==> config.mk <==
export PLATFORM = sky130hd
export DESIGN_NAME = sru_core
export DESIGN_NICKNAME = d
export VERILOG_FILES = /design/src/hw/sru_pkg.sv /design/src/hw/sru_decode.sv /design/src/hw/sru_core.sv
export VERILOG_INCLUDE_DIRS = /design/src /design/src/hw
export SDC_FILE = /design/constraint.sdc
export NUM_CORES = 1
export LEC_CHECK = 0
export ABC_AREA = 1
export BUFFER_PORTS_ARGS = -buffer_cell sky130_fd_sc_hd__buf_2
export CAP_MARGIN = 20
export CORE_ASPECT_RATIO = 1.5
export CORE_MARGIN = 3
export CORE_UTILIZATION = 49
export DETAILED_ROUTE_END_ITERATION = 7
export PLACE_DENSITY_LB_ADDON = 0.1
export SLEW_MARGIN = 30
export SYNTH_ARGS = -nofsm -noshare
export SYNTH_HDL_FRONTEND = slang
export SYNTH_SLANG_ARGS = --single-unit
==> constraint.sdc <==
create_clock -name clk -period 1.75 [get_ports clk]
set_clock_uncertainty 0.05 [all_clocks]
set_input_delay 0.2625 -clock clk [delete_from_list [all_inputs] [get_ports clk]]
set_output_delay 0.2625 -clock clk [all_outputs]
set_load 0.01 [all_outputs]
==> src/hw/sru_map.svh <==
`ifndef SRU_MAP_SVH
`define SRU_MAP_SVH

// ****************************************************************
// opcode patterns
// ****************************************************************
// upper byte of the literal return, then a zero bit above the byte select
`define SRU_LITRET_OPC    8'h05
`define SRU_LITRET_OPC_HI 23
`define SRU_LITRET_OPC_LO 16
`define SRU_LITRET_ZERO   15
`define SRU_BYTE_BIT      14
`define SRU_LIT_HI        13
`define SRU_LIT_LO        4
`define SRU_DST_HI        3
`define SRU_DST_LO        0
`define SRU_RETURN_OPC    24'h060000

// ****************************************************************
// stack and program counter layout
// ****************************************************************
`define SRU_POP_STEP      16'h0002
`define SRU_PC_HI_BITS    7
`define SRU_FRAME_BIT     0

// ****************************************************************
// timing, in instruction cycles and clocks
// ****************************************************************
`define SRU_CLK_PER_ICYC  4'h2
`define SRU_OLD_ICYC      3'h3
`define SRU_OLD_ICYC_EXC  3'h2
`define SRU_NEW_ICYC      3'h6
`define SRU_NEW_ICYC_EXC  3'h5

// ****************************************************************
// write enables for the working register
// ****************************************************************
`define SRU_BE_WORD       2'h3
`define SRU_BE_BYTE       2'h1

`endif

==> src/hw/sru_pkg.sv <==
`default_nettype none

package sru_pkg;

  // ****************************************************************
  // sequencer states
  // ****************************************************************
  typedef enum logic [1:0] {
    SRU_IDLE,
    SRU_POP1,
    SRU_POP2,
    SRU_HOLD
  } sru_state_e;

  // ****************************************************************
  // whole state of the return unit
  // ****************************************************************
  typedef struct packed {
    sru_state_e  state;
    logic [3:0]  cnt;
    logic [3:0]  last;
    logic        is_lit;
    logic        byte_mode;
    logic [9:0]  lit;
    logic [3:0]  dst;
    logic        newer;
    logic [15:0] sp;
    logic [15:0] word1;
    logic [15:0] word2;
    logic        busy;
    logic        mem_rd_en;
    logic [15:0] mem_addr;
    logic        sp_wr_en;
    logic [15:0] sp_value;
    logic        pc_load_en;
    logic [22:0] pc_value;
    logic        frame_wr_en;
    logic        frame_value;
    logic        wreg_wr_en;
    logic [3:0]  wreg_sel;
    logic [15:0] wreg_data;
    logic [1:0]  wreg_byte_en;
    logic        ir_nop_load;
    logic        done;
    logic [2:0]  icyc_used;
  } sru_state_s;

endpackage : sru_pkg

`default_nettype wire

==> src/hw/sru_decode.sv <==
`include "sru_map.svh"
`default_nettype none

module sru_decode (
  input  wire logic [23:0] instr_word,
  output var  logic        hit_return,
  output var  logic        hit_lit,
  output var  logic        byte_mode,
  output var  logic [9:0]  lit,
  output var  logic [3:0]  dst
);

  // ****************************************************************
  // field split and pattern match
  // ****************************************************************
  always_comb begin
    hit_return = (instr_word == `SRU_RETURN_OPC);
    hit_lit    = (instr_word[`SRU_LITRET_OPC_HI:`SRU_LITRET_OPC_LO] == `SRU_LITRET_OPC)
                 && !instr_word[`SRU_LITRET_ZERO];
    byte_mode  = instr_word[`SRU_BYTE_BIT];
    lit        = instr_word[`SRU_LIT_HI:`SRU_LIT_LO];
    dst        = instr_word[`SRU_DST_HI:`SRU_DST_LO];
  end

endmodule // sru_decode

`default_nettype wire

==> src/hw/sru_core.sv <==
`include "sru_map.svh"
`default_nettype none

module sru_core (
  input  wire logic        clk,
  input  wire logic        sys_rst,
  input  wire logic        instr_valid,
  input  wire logic [23:0] instr_word,
  input  wire logic        newer_core,
  input  wire logic        exc_pending,
  input  wire logic [15:0] stack_ptr_reg,
  input  wire logic [15:0] mem_rd_data,
  output var  logic        busy,
  output var  logic        mem_rd_en,
  output var  logic [15:0] mem_addr,
  output var  logic        sp_wr_en,
  output var  logic [15:0] sp_value,
  output var  logic        pc_load_en,
  output var  logic [22:0] pc_value,
  output var  logic        frame_flag_wr_en,
  output var  logic        stack_frame_active_flag,
  output var  logic        wreg_wr_en,
  output var  logic [3:0]  dest_working_reg,
  output var  logic [15:0] wreg_data,
  output var  logic [1:0]  wreg_byte_en,
  output var  logic        ir_nop_load,
  output var  logic        done,
  output var  logic [2:0]  icyc_used
);
  import sru_pkg::*;

  // ****************************************************************
  // helpers
  // ****************************************************************
  // one pop step: pointer moves down before the read
  function automatic logic [15:0] pop_addr(input logic [15:0] sp);
    pop_addr = sp - `SRU_POP_STEP;
  endfunction

  // instruction cycles charged for this return
  function automatic logic [2:0] icyc_cost(input logic newer, input logic exc);
    if (newer) begin
      icyc_cost = exc ? `SRU_NEW_ICYC_EXC : `SRU_NEW_ICYC;
    end else begin
      icyc_cost = exc ? `SRU_OLD_ICYC_EXC : `SRU_OLD_ICYC;
    end
  endfunction

  // ****************************************************************
  // decoder
  // ****************************************************************
  logic       dec_return;
  logic       dec_lit;
  logic       dec_byte;
  logic [9:0] dec_lit_val;
  logic [3:0] dec_dst;

  sru_decode u_decode (
    .instr_word (instr_word),
    .hit_return (dec_return),
    .hit_lit    (dec_lit),
    .byte_mode  (dec_byte),
    .lit        (dec_lit_val),
    .dst        (dec_dst)
  );

  // ****************************************************************
  // state
  // ****************************************************************
  sru_state_s st_ff;
  sru_state_s nxt_st;
  logic [2:0] cost;
  logic       start;
  logic [15:0] word2_now;

  // an older short return commits while the second word is still on the read bus
  assign word2_now = (st_ff.cnt == 4'h2) ? mem_rd_data : st_ff.word2;

  // a new return is only taken in SRU_IDLE, which includes the busy done clock; a request during the pop and hold states is dropped
  assign start = instr_valid && (dec_return || dec_lit) && (st_ff.state == SRU_IDLE);
  assign cost  = icyc_cost(newer_core, exc_pending);

  // ****************************************************************
  // next-state logic
  // ****************************************************************
  always_comb begin
    nxt_st             = st_ff;
    nxt_st.mem_rd_en   = 1'b0;
    nxt_st.sp_wr_en    = 1'b0;
    nxt_st.pc_load_en  = 1'b0;
    nxt_st.frame_wr_en = 1'b0;
    nxt_st.wreg_wr_en  = 1'b0;
    nxt_st.ir_nop_load = 1'b0;
    nxt_st.done        = 1'b0;
    unique case (st_ff.state)
      SRU_IDLE: begin
        if (start) begin
          nxt_st.state     = SRU_POP1;
          nxt_st.busy      = 1'b1;
          nxt_st.cnt       = 4'h0;
          // total clocks minus one; cost is at least two cycles, so four clocks
          nxt_st.last      = 4'(({1'b0, cost} * `SRU_CLK_PER_ICYC) - 4'h1);
          nxt_st.icyc_used = cost;
          nxt_st.is_lit    = dec_lit;
          nxt_st.byte_mode = dec_byte;
          nxt_st.lit       = dec_lit_val;
          nxt_st.dst       = dec_dst;
          nxt_st.newer     = newer_core;
          // first pop: pointer down by two, then read the new top
          nxt_st.sp        = pop_addr(stack_ptr_reg);
          nxt_st.sp_wr_en  = 1'b1;
          nxt_st.sp_value  = pop_addr(stack_ptr_reg);
          nxt_st.mem_rd_en = 1'b1;
          nxt_st.mem_addr  = pop_addr(stack_ptr_reg);
        end
      end
      SRU_POP1: begin
        // second pop issued; total drop is four
        nxt_st.state     = SRU_POP2;
        nxt_st.cnt       = st_ff.cnt + 4'h1;
        nxt_st.sp        = pop_addr(st_ff.sp);
        nxt_st.sp_wr_en  = 1'b1;
        nxt_st.sp_value  = pop_addr(st_ff.sp);
        nxt_st.mem_rd_en = 1'b1;
        nxt_st.mem_addr  = pop_addr(st_ff.sp);
      end
      SRU_POP2: begin
        // memory answers one clock after the address
        nxt_st.state = SRU_HOLD;
        nxt_st.cnt   = st_ff.cnt + 4'h1;
        nxt_st.word1 = mem_rd_data;
      end
      SRU_HOLD: begin
        nxt_st.cnt = st_ff.cnt + 4'h1;
        if (st_ff.cnt == 4'h2) begin
          nxt_st.word2 = mem_rd_data;
        end
        // commit lands on the last clock of the charged cycles
        if (st_ff.cnt + 4'h1 == st_ff.last) begin
          nxt_st.pc_load_en  = 1'b1;
          nxt_st.ir_nop_load = 1'b1;
          nxt_st.done        = 1'b1;
          nxt_st.pc_value[22:16] = st_ff.word1[`SRU_PC_HI_BITS-1:0];
          if (st_ff.newer) begin
            // low pc bit is forced even; the frame flag rides in bit 0
            nxt_st.pc_value[15:0] = {word2_now[15:1], 1'b0};
            nxt_st.frame_wr_en    = 1'b1;
            nxt_st.frame_value    = word2_now[`SRU_FRAME_BIT];
          end else begin
            nxt_st.pc_value[15:0] = word2_now;
          end
          if (st_ff.is_lit) begin
            nxt_st.wreg_wr_en = 1'b1;
            nxt_st.wreg_sel   = st_ff.dst;
            if (st_ff.byte_mode) begin
              // out-of-range literal bits above the byte are dropped
              nxt_st.wreg_data    = {8'h00, st_ff.lit[7:0]};
              nxt_st.wreg_byte_en = `SRU_BE_BYTE;
            end else begin
              nxt_st.wreg_data    = {6'h00, st_ff.lit};
              nxt_st.wreg_byte_en = `SRU_BE_WORD;
            end
          end
        end
        if (st_ff.cnt + 4'h1 == st_ff.last) begin
          nxt_st.state = SRU_IDLE;
        end
        if (st_ff.cnt == st_ff.last) begin
          nxt_st.busy = 1'b0;
        end
      end
    endcase
    // busy stays up through the commit clock, then drops unless that clock takes a new return
    if (st_ff.state == SRU_IDLE && st_ff.done) begin
      nxt_st.busy = start;
    end
  end

  // ****************************************************************
  // state register
  // ****************************************************************
  always_ff @(posedge clk) begin
    if (sys_rst) begin
      st_ff <= '0;
    end else begin
      st_ff <= nxt_st;
    end
  end

  // ****************************************************************
  // outputs, straight from the state register
  // ****************************************************************
  assign busy                    = st_ff.busy;
  assign mem_rd_en               = st_ff.mem_rd_en;
  assign mem_addr                = st_ff.mem_addr;
  assign sp_wr_en                = st_ff.sp_wr_en;
  assign sp_value                = st_ff.sp_value;
  assign pc_load_en              = st_ff.pc_load_en;
  assign pc_value                = st_ff.pc_value;
  assign frame_flag_wr_en        = st_ff.frame_wr_en;
  assign stack_frame_active_flag = st_ff.frame_value;
  assign wreg_wr_en              = st_ff.wreg_wr_en;
  assign dest_working_reg        = st_ff.wreg_sel;
  assign wreg_data               = st_ff.wreg_data;
  assign wreg_byte_en            = st_ff.wreg_byte_en;
  assign ir_nop_load             = st_ff.ir_nop_load;
  assign done                    = st_ff.done;
  assign icyc_used               = st_ff.icyc_used;

endmodule // sru_core

`default_nettype wire

---- Word level (Yosys, flattened, before mapping) ----
Index checks and enable logic that the tools add are counted.
operators by class
  $add $sub $neg .......................... 4
  eq/ne operators ......................... 12
  mux-type cells .......................... 18
  bitwise operators ....................... 2
  reduce and logical (&&, ||, !) cells .... 18
operators with widths
  cell                   number
  $pmux 34 s2            1
  $mux 51                1
  $mux 43                1
  $mux 35                1
  $pmux 16 s2            1
  $sub 16x2->16 const B  2
  $eq 24x19->1 const B   1
  $pmux 6 s4             1
  $mux 23                1
  $mux 16                1
  $mux 12                1
  $reduce_and 3->1       3
  $eq 4x4->1             2
  $eq 8x3->1 const B     1
  $reduce_and 2->1       4
  $mux 2                 3
  $add 4x1->4 const B    1
  $eq 2x2->1 const B     2
  $eq 4x2->1 const B     1
  $logic_and 1x1->1      4
  $mux 1                 4
  $ne 2x2->1 const B     2
  $sub 4x1->4 const B    1
  $mux 3                 1
  other kinds (12)       13
storage, ports and cells
  register bits after elaboration ......... 155
  output and inout port bits .............. 89

---- Longest topological paths before layout ----
  depth in word-level cells ............... 8
  depth in mapped cells ................... 13
  mapped depth without buffers ............ 13

---- Hierarchy ----
From an unflattened synthesis, not the netlist that was laid out.
second synthesis, totals
  cell total of the unflattened synthesis .. 988
  area total of the unflattened synthesis .. 6,842.8 um2
modules (own cells, without submodules)
  module      times used  cells an instance  area each (um2)  sequential area each (um2)
  sru_core    1           947                6,620.1          2,582.5
  sru_decode  1           41                 222.7            0.0

---- Worst setup path after synthesis ----
Ideal clock, no wire load.
  path type ............................... register -> register
  from .................................... register st_ff[158] in the netlist's numbering
  to ...................................... register st_ff, in the netlist wreg_data[2]
  arrival time ............................ 1.727 ns
  path slack .............................. -0.140 ns
  cell stages (with the launch flop) ...... 13
  clock period less this slack ............ 1.890 ns
  cells stage by stage .................... dfxtp_1 -> inv_1 -> ha_1 -> xnor2_1 -> nor2_1 -> nand2_1 -> nor2_2 -> nand3_2 -> inv_2 -> nand2_4 -> buf_4 -> o21ai_1 -> nor2_1
between the ends
  longest elaborated chain between the ends .. 3
RTL lines
  element                     RTL line         source
  from (decl)                 sru_core.sv:70   sru_state_s st_ff;
  from (signal assigned)      sru_core.sv:186  st_ff <= nxt_st;
  $add 4x1->4                 sru_core.sv:139  if (st_ff.cnt + 4'h1 == st_ff.last) begin
  $eq 4x4->1                  sru_core.sv:139
  $reduce_and 3->1 (no line)  --
No other way between the ends.
A chain may end at the register's enable or synchronous reset.

---- Worst setup path in the final report ----
Same ends and word-level chain as after synthesis.

==> results.ini <==
[run_status]
status = finished with violations
violations = setup timing

[yosys]
ys_types = 33
synth_edf_count = 0
synthTopCellsByArea = dfxtp_1, nand2_1, buf_4, nor2_1, a21oi_1
synth_cells = 952
ys_seq_elements = 129
synth_area_leader_cell = dfxtp_1
synth_common_cells = nand2_1, dfxtp_1, nor2_1, a21oi_1, buf_4
post-synth-top-count-cell = nand2_1
synth_seq_area_share_pct = 39.2
synth-main-ff-cell = dfxtp_1
synthArstFlopShare_pct = 0
synth-warning-count = 0
syn_area_um2 = 6580
synth_top_area_share_pct = 39.2
synth_area_per_cell_um2 = 6.92

[finish]
top_register = st_ff
layout-drive-gt1-share_pct = 26.8
nNetsFinal = 1136
largest_register_ffs = 66
syn_to_final_growth_pct = 22.5
antenna_cells = 0
nFillCells = 1312

[timing]
hold_viol_final = 0
finalCriticalPeriod_ns = 1.78
finalSetupViolCount = 13
holdWs_ns = 0.0566
finalCritPeriodShare_pct = 102
rsz0062_at_grt = true
setup_ws_ns = -0.0313
slew_viol_final = 0
fmax_ghz = 0.561

[drt]
via_per_inst = 4.92
ant_nets = 0
via_count = 6076
wl_per_cell_um = 13.6
totalWireLength_um = 16800
wl_met2_um = 9230
top_layer = met4
first_iter_violations = 205
route.detailed.drc = 0
wl_met3_um = 590
dr.pass1.iters = 4
wl_met1_um = 6680

[worst_setup_path]
crit_start = st_ff[158]$_SDFFE_PP0P_
crit_fanout = 5
cp.arrival_ns = 2.03
setup.worst_path.start_class = flop
regToRegStartpoint = st_ff[158]$_SDFFE_PP0P_
cp-end-kind = flop
crit_required_ns = 2.00
crit_type = flop to flop

[clock_network]
htreeDepth = 4
cts_sinks = 129
cts-root-buf = clkbuf_16
clk_path_buf_depth = 2
cts_buffers = 17
cts_tree = done
clkLatencyLatePin_ns = 0.41
cts.reportedPaths.clkPinSlew_ns = 0.06

[floorplan]
core-area_um2 = 13100
dieArea_um2 = 14900
fp-row-count = 51
io_pins = 150
initial_utilization_pct = 50.3
die_x_um = 101
chipHeight_um = 148

[pwr]
p_total_mw = 10.0
switching_power_mw = 3.45
ir_worst_vdd_uv = 821
pwr-share-clk_pct = 33.7
p_seq_share_pct = 33.4
powerDensity_nw_per_um2 = 1240
switching_share_pct = 34.6
p_int_mw = 6.54
p_leak_nw = 3.70
combPwrFrac_pct = 32.9

[flow_run]
drv_cap = 0

[place]
pre_cts_ws_ns = -0.181
hpwl_um = 12200
finalWeightedCongestion = 0.829
io_buffers = 143

[grt]
grt_max_degree = 35
gr-total-overflow = 0
track_usage_pct = 22.4
grt_pass1_wl_um = 27000
grt_pass1_vias = 5782
antenna_found_initial = 0

[min_path]
hp-class = input port to flop
hp-start = instr_word[4]

## worst paths after layout
check,to,slack [ns],cells after the start
max reg2reg,wreg_data[2]$_SDFFE_PP0P_,-0.03,12
min,st_ff[142]$_SDFFE_PP0P_,0.06,3
max,wreg_data[2]$_SDFFE_PP0P_,-0.03,12
min reg2reg,st_ff[92]$_SDFFE_PP0N_,0.41,2
## cell families (layout without fill, tap and decap cells)
logic type                 count (synthesis)  in the layout  synth area share, %
muxes                                      1              1                0.152
other                                      1              6               0.0570
xor gates and xnor gates                  19             19                 2.53
AOI/OAI and AO/OA                        166            166                 13.5
DFF                                      129            129                 39.2
buffers and inverters                    202            321                 16.6
adders and majority gates                 11             11                 2.09
and+or+nand+nor                          423            423                 25.8
## routing by layer
| metal | vias to the layer above | track usage [%] |
|---|---|---|
| met3 | 19 | 4.58 |
| met4 | 0 | 6.41 |
| li1 | 3179 | - |
| met2 | 112 | 42.7 |
| met1 | 2766 | 24.4 |
| met5 | - | 0 |
## layout make-up
type                            instances  area, um2  share of cell area [%]
Tap cell                              159        199                    2.47
Clock inverter                         13        131                    1.63
Inverter                               77        310                    3.85
Timing Repair Buffer                  213       1320                    16.3
Sequential cell                       129       2590                    32.2
Multi-Input combinational cell        626       3080                    38.2
Clock buffer                           18        429                    5.32
## worst max-delay path, stage by stage, from the launching register on
cell and delay (ns):
dfxtp_4 0.37, inv_4 0.04, ha_4 0.21, xnor2_1 0.11, nor2_1 0.08, nand2_1 0.06, nor2_2 0.13, nand3_2 0.11
clkinv_4 0.11, nand2_8 0.08, buf_6 0.15, o21ai_4 0.12, nor2_1 0.05
## cell usage in the layout, fill, tap and decap left out, types with 3 or more instances in the layout
master,count
a211oi_1,15
a21oi_1,85
buf_12,4
buf_2,143
buf_4,60
buf_6,5
clkbuf_16,17
clkinv_4,4
clkinvlp_4,6
conb_1,6
dfxtp_1,123
dfxtp_2,4
ha_1,6
ha_2,3
inv_1,70
inv_6,3
nand2_1,235
nand2_2,4
nand3_1,36
nand4_1,16
nor2_1,116
nor2_2,3
nor2_4,3
nor3_1,4
o21ai_0,41
o21ai_1,4
o21ai_2,10
xnor2_1,8
xor2_1,10
## repair_timing
action                                  CTS  global route
pin swaps                                 1             6
resized for setup                        20            46
endpoints found under the setup margin   34            67
hold buffers                              0             0
setup buffers                             1             2
## through the flow
step	cell area, um2	TNS (ns)	instances	util, %
floorplan	6620	0	957	-
global placement	7280	-6.45	1201	55.6
detailed placement	7280	-7.78	1201	55.6
CTS	7900	-0.0552	1233	60.4
global route	8060	-3.85	1235	61.6
finish	8060	-0.226	1235	61.6
## power groups by stage
stage	Clock (mW)	Combinational [mW]	Sequential [mW]
finish	3.37	3.29	3.34
global route	3.56	3.70	3.36
CTS	3.43	3.08	3.32
detailed placement	0	3.04	3.37
global placement	0	3.01	3.37
floorplan	0	1.94	3.34
Note: power is estimated with default switching activity, not from simulation.
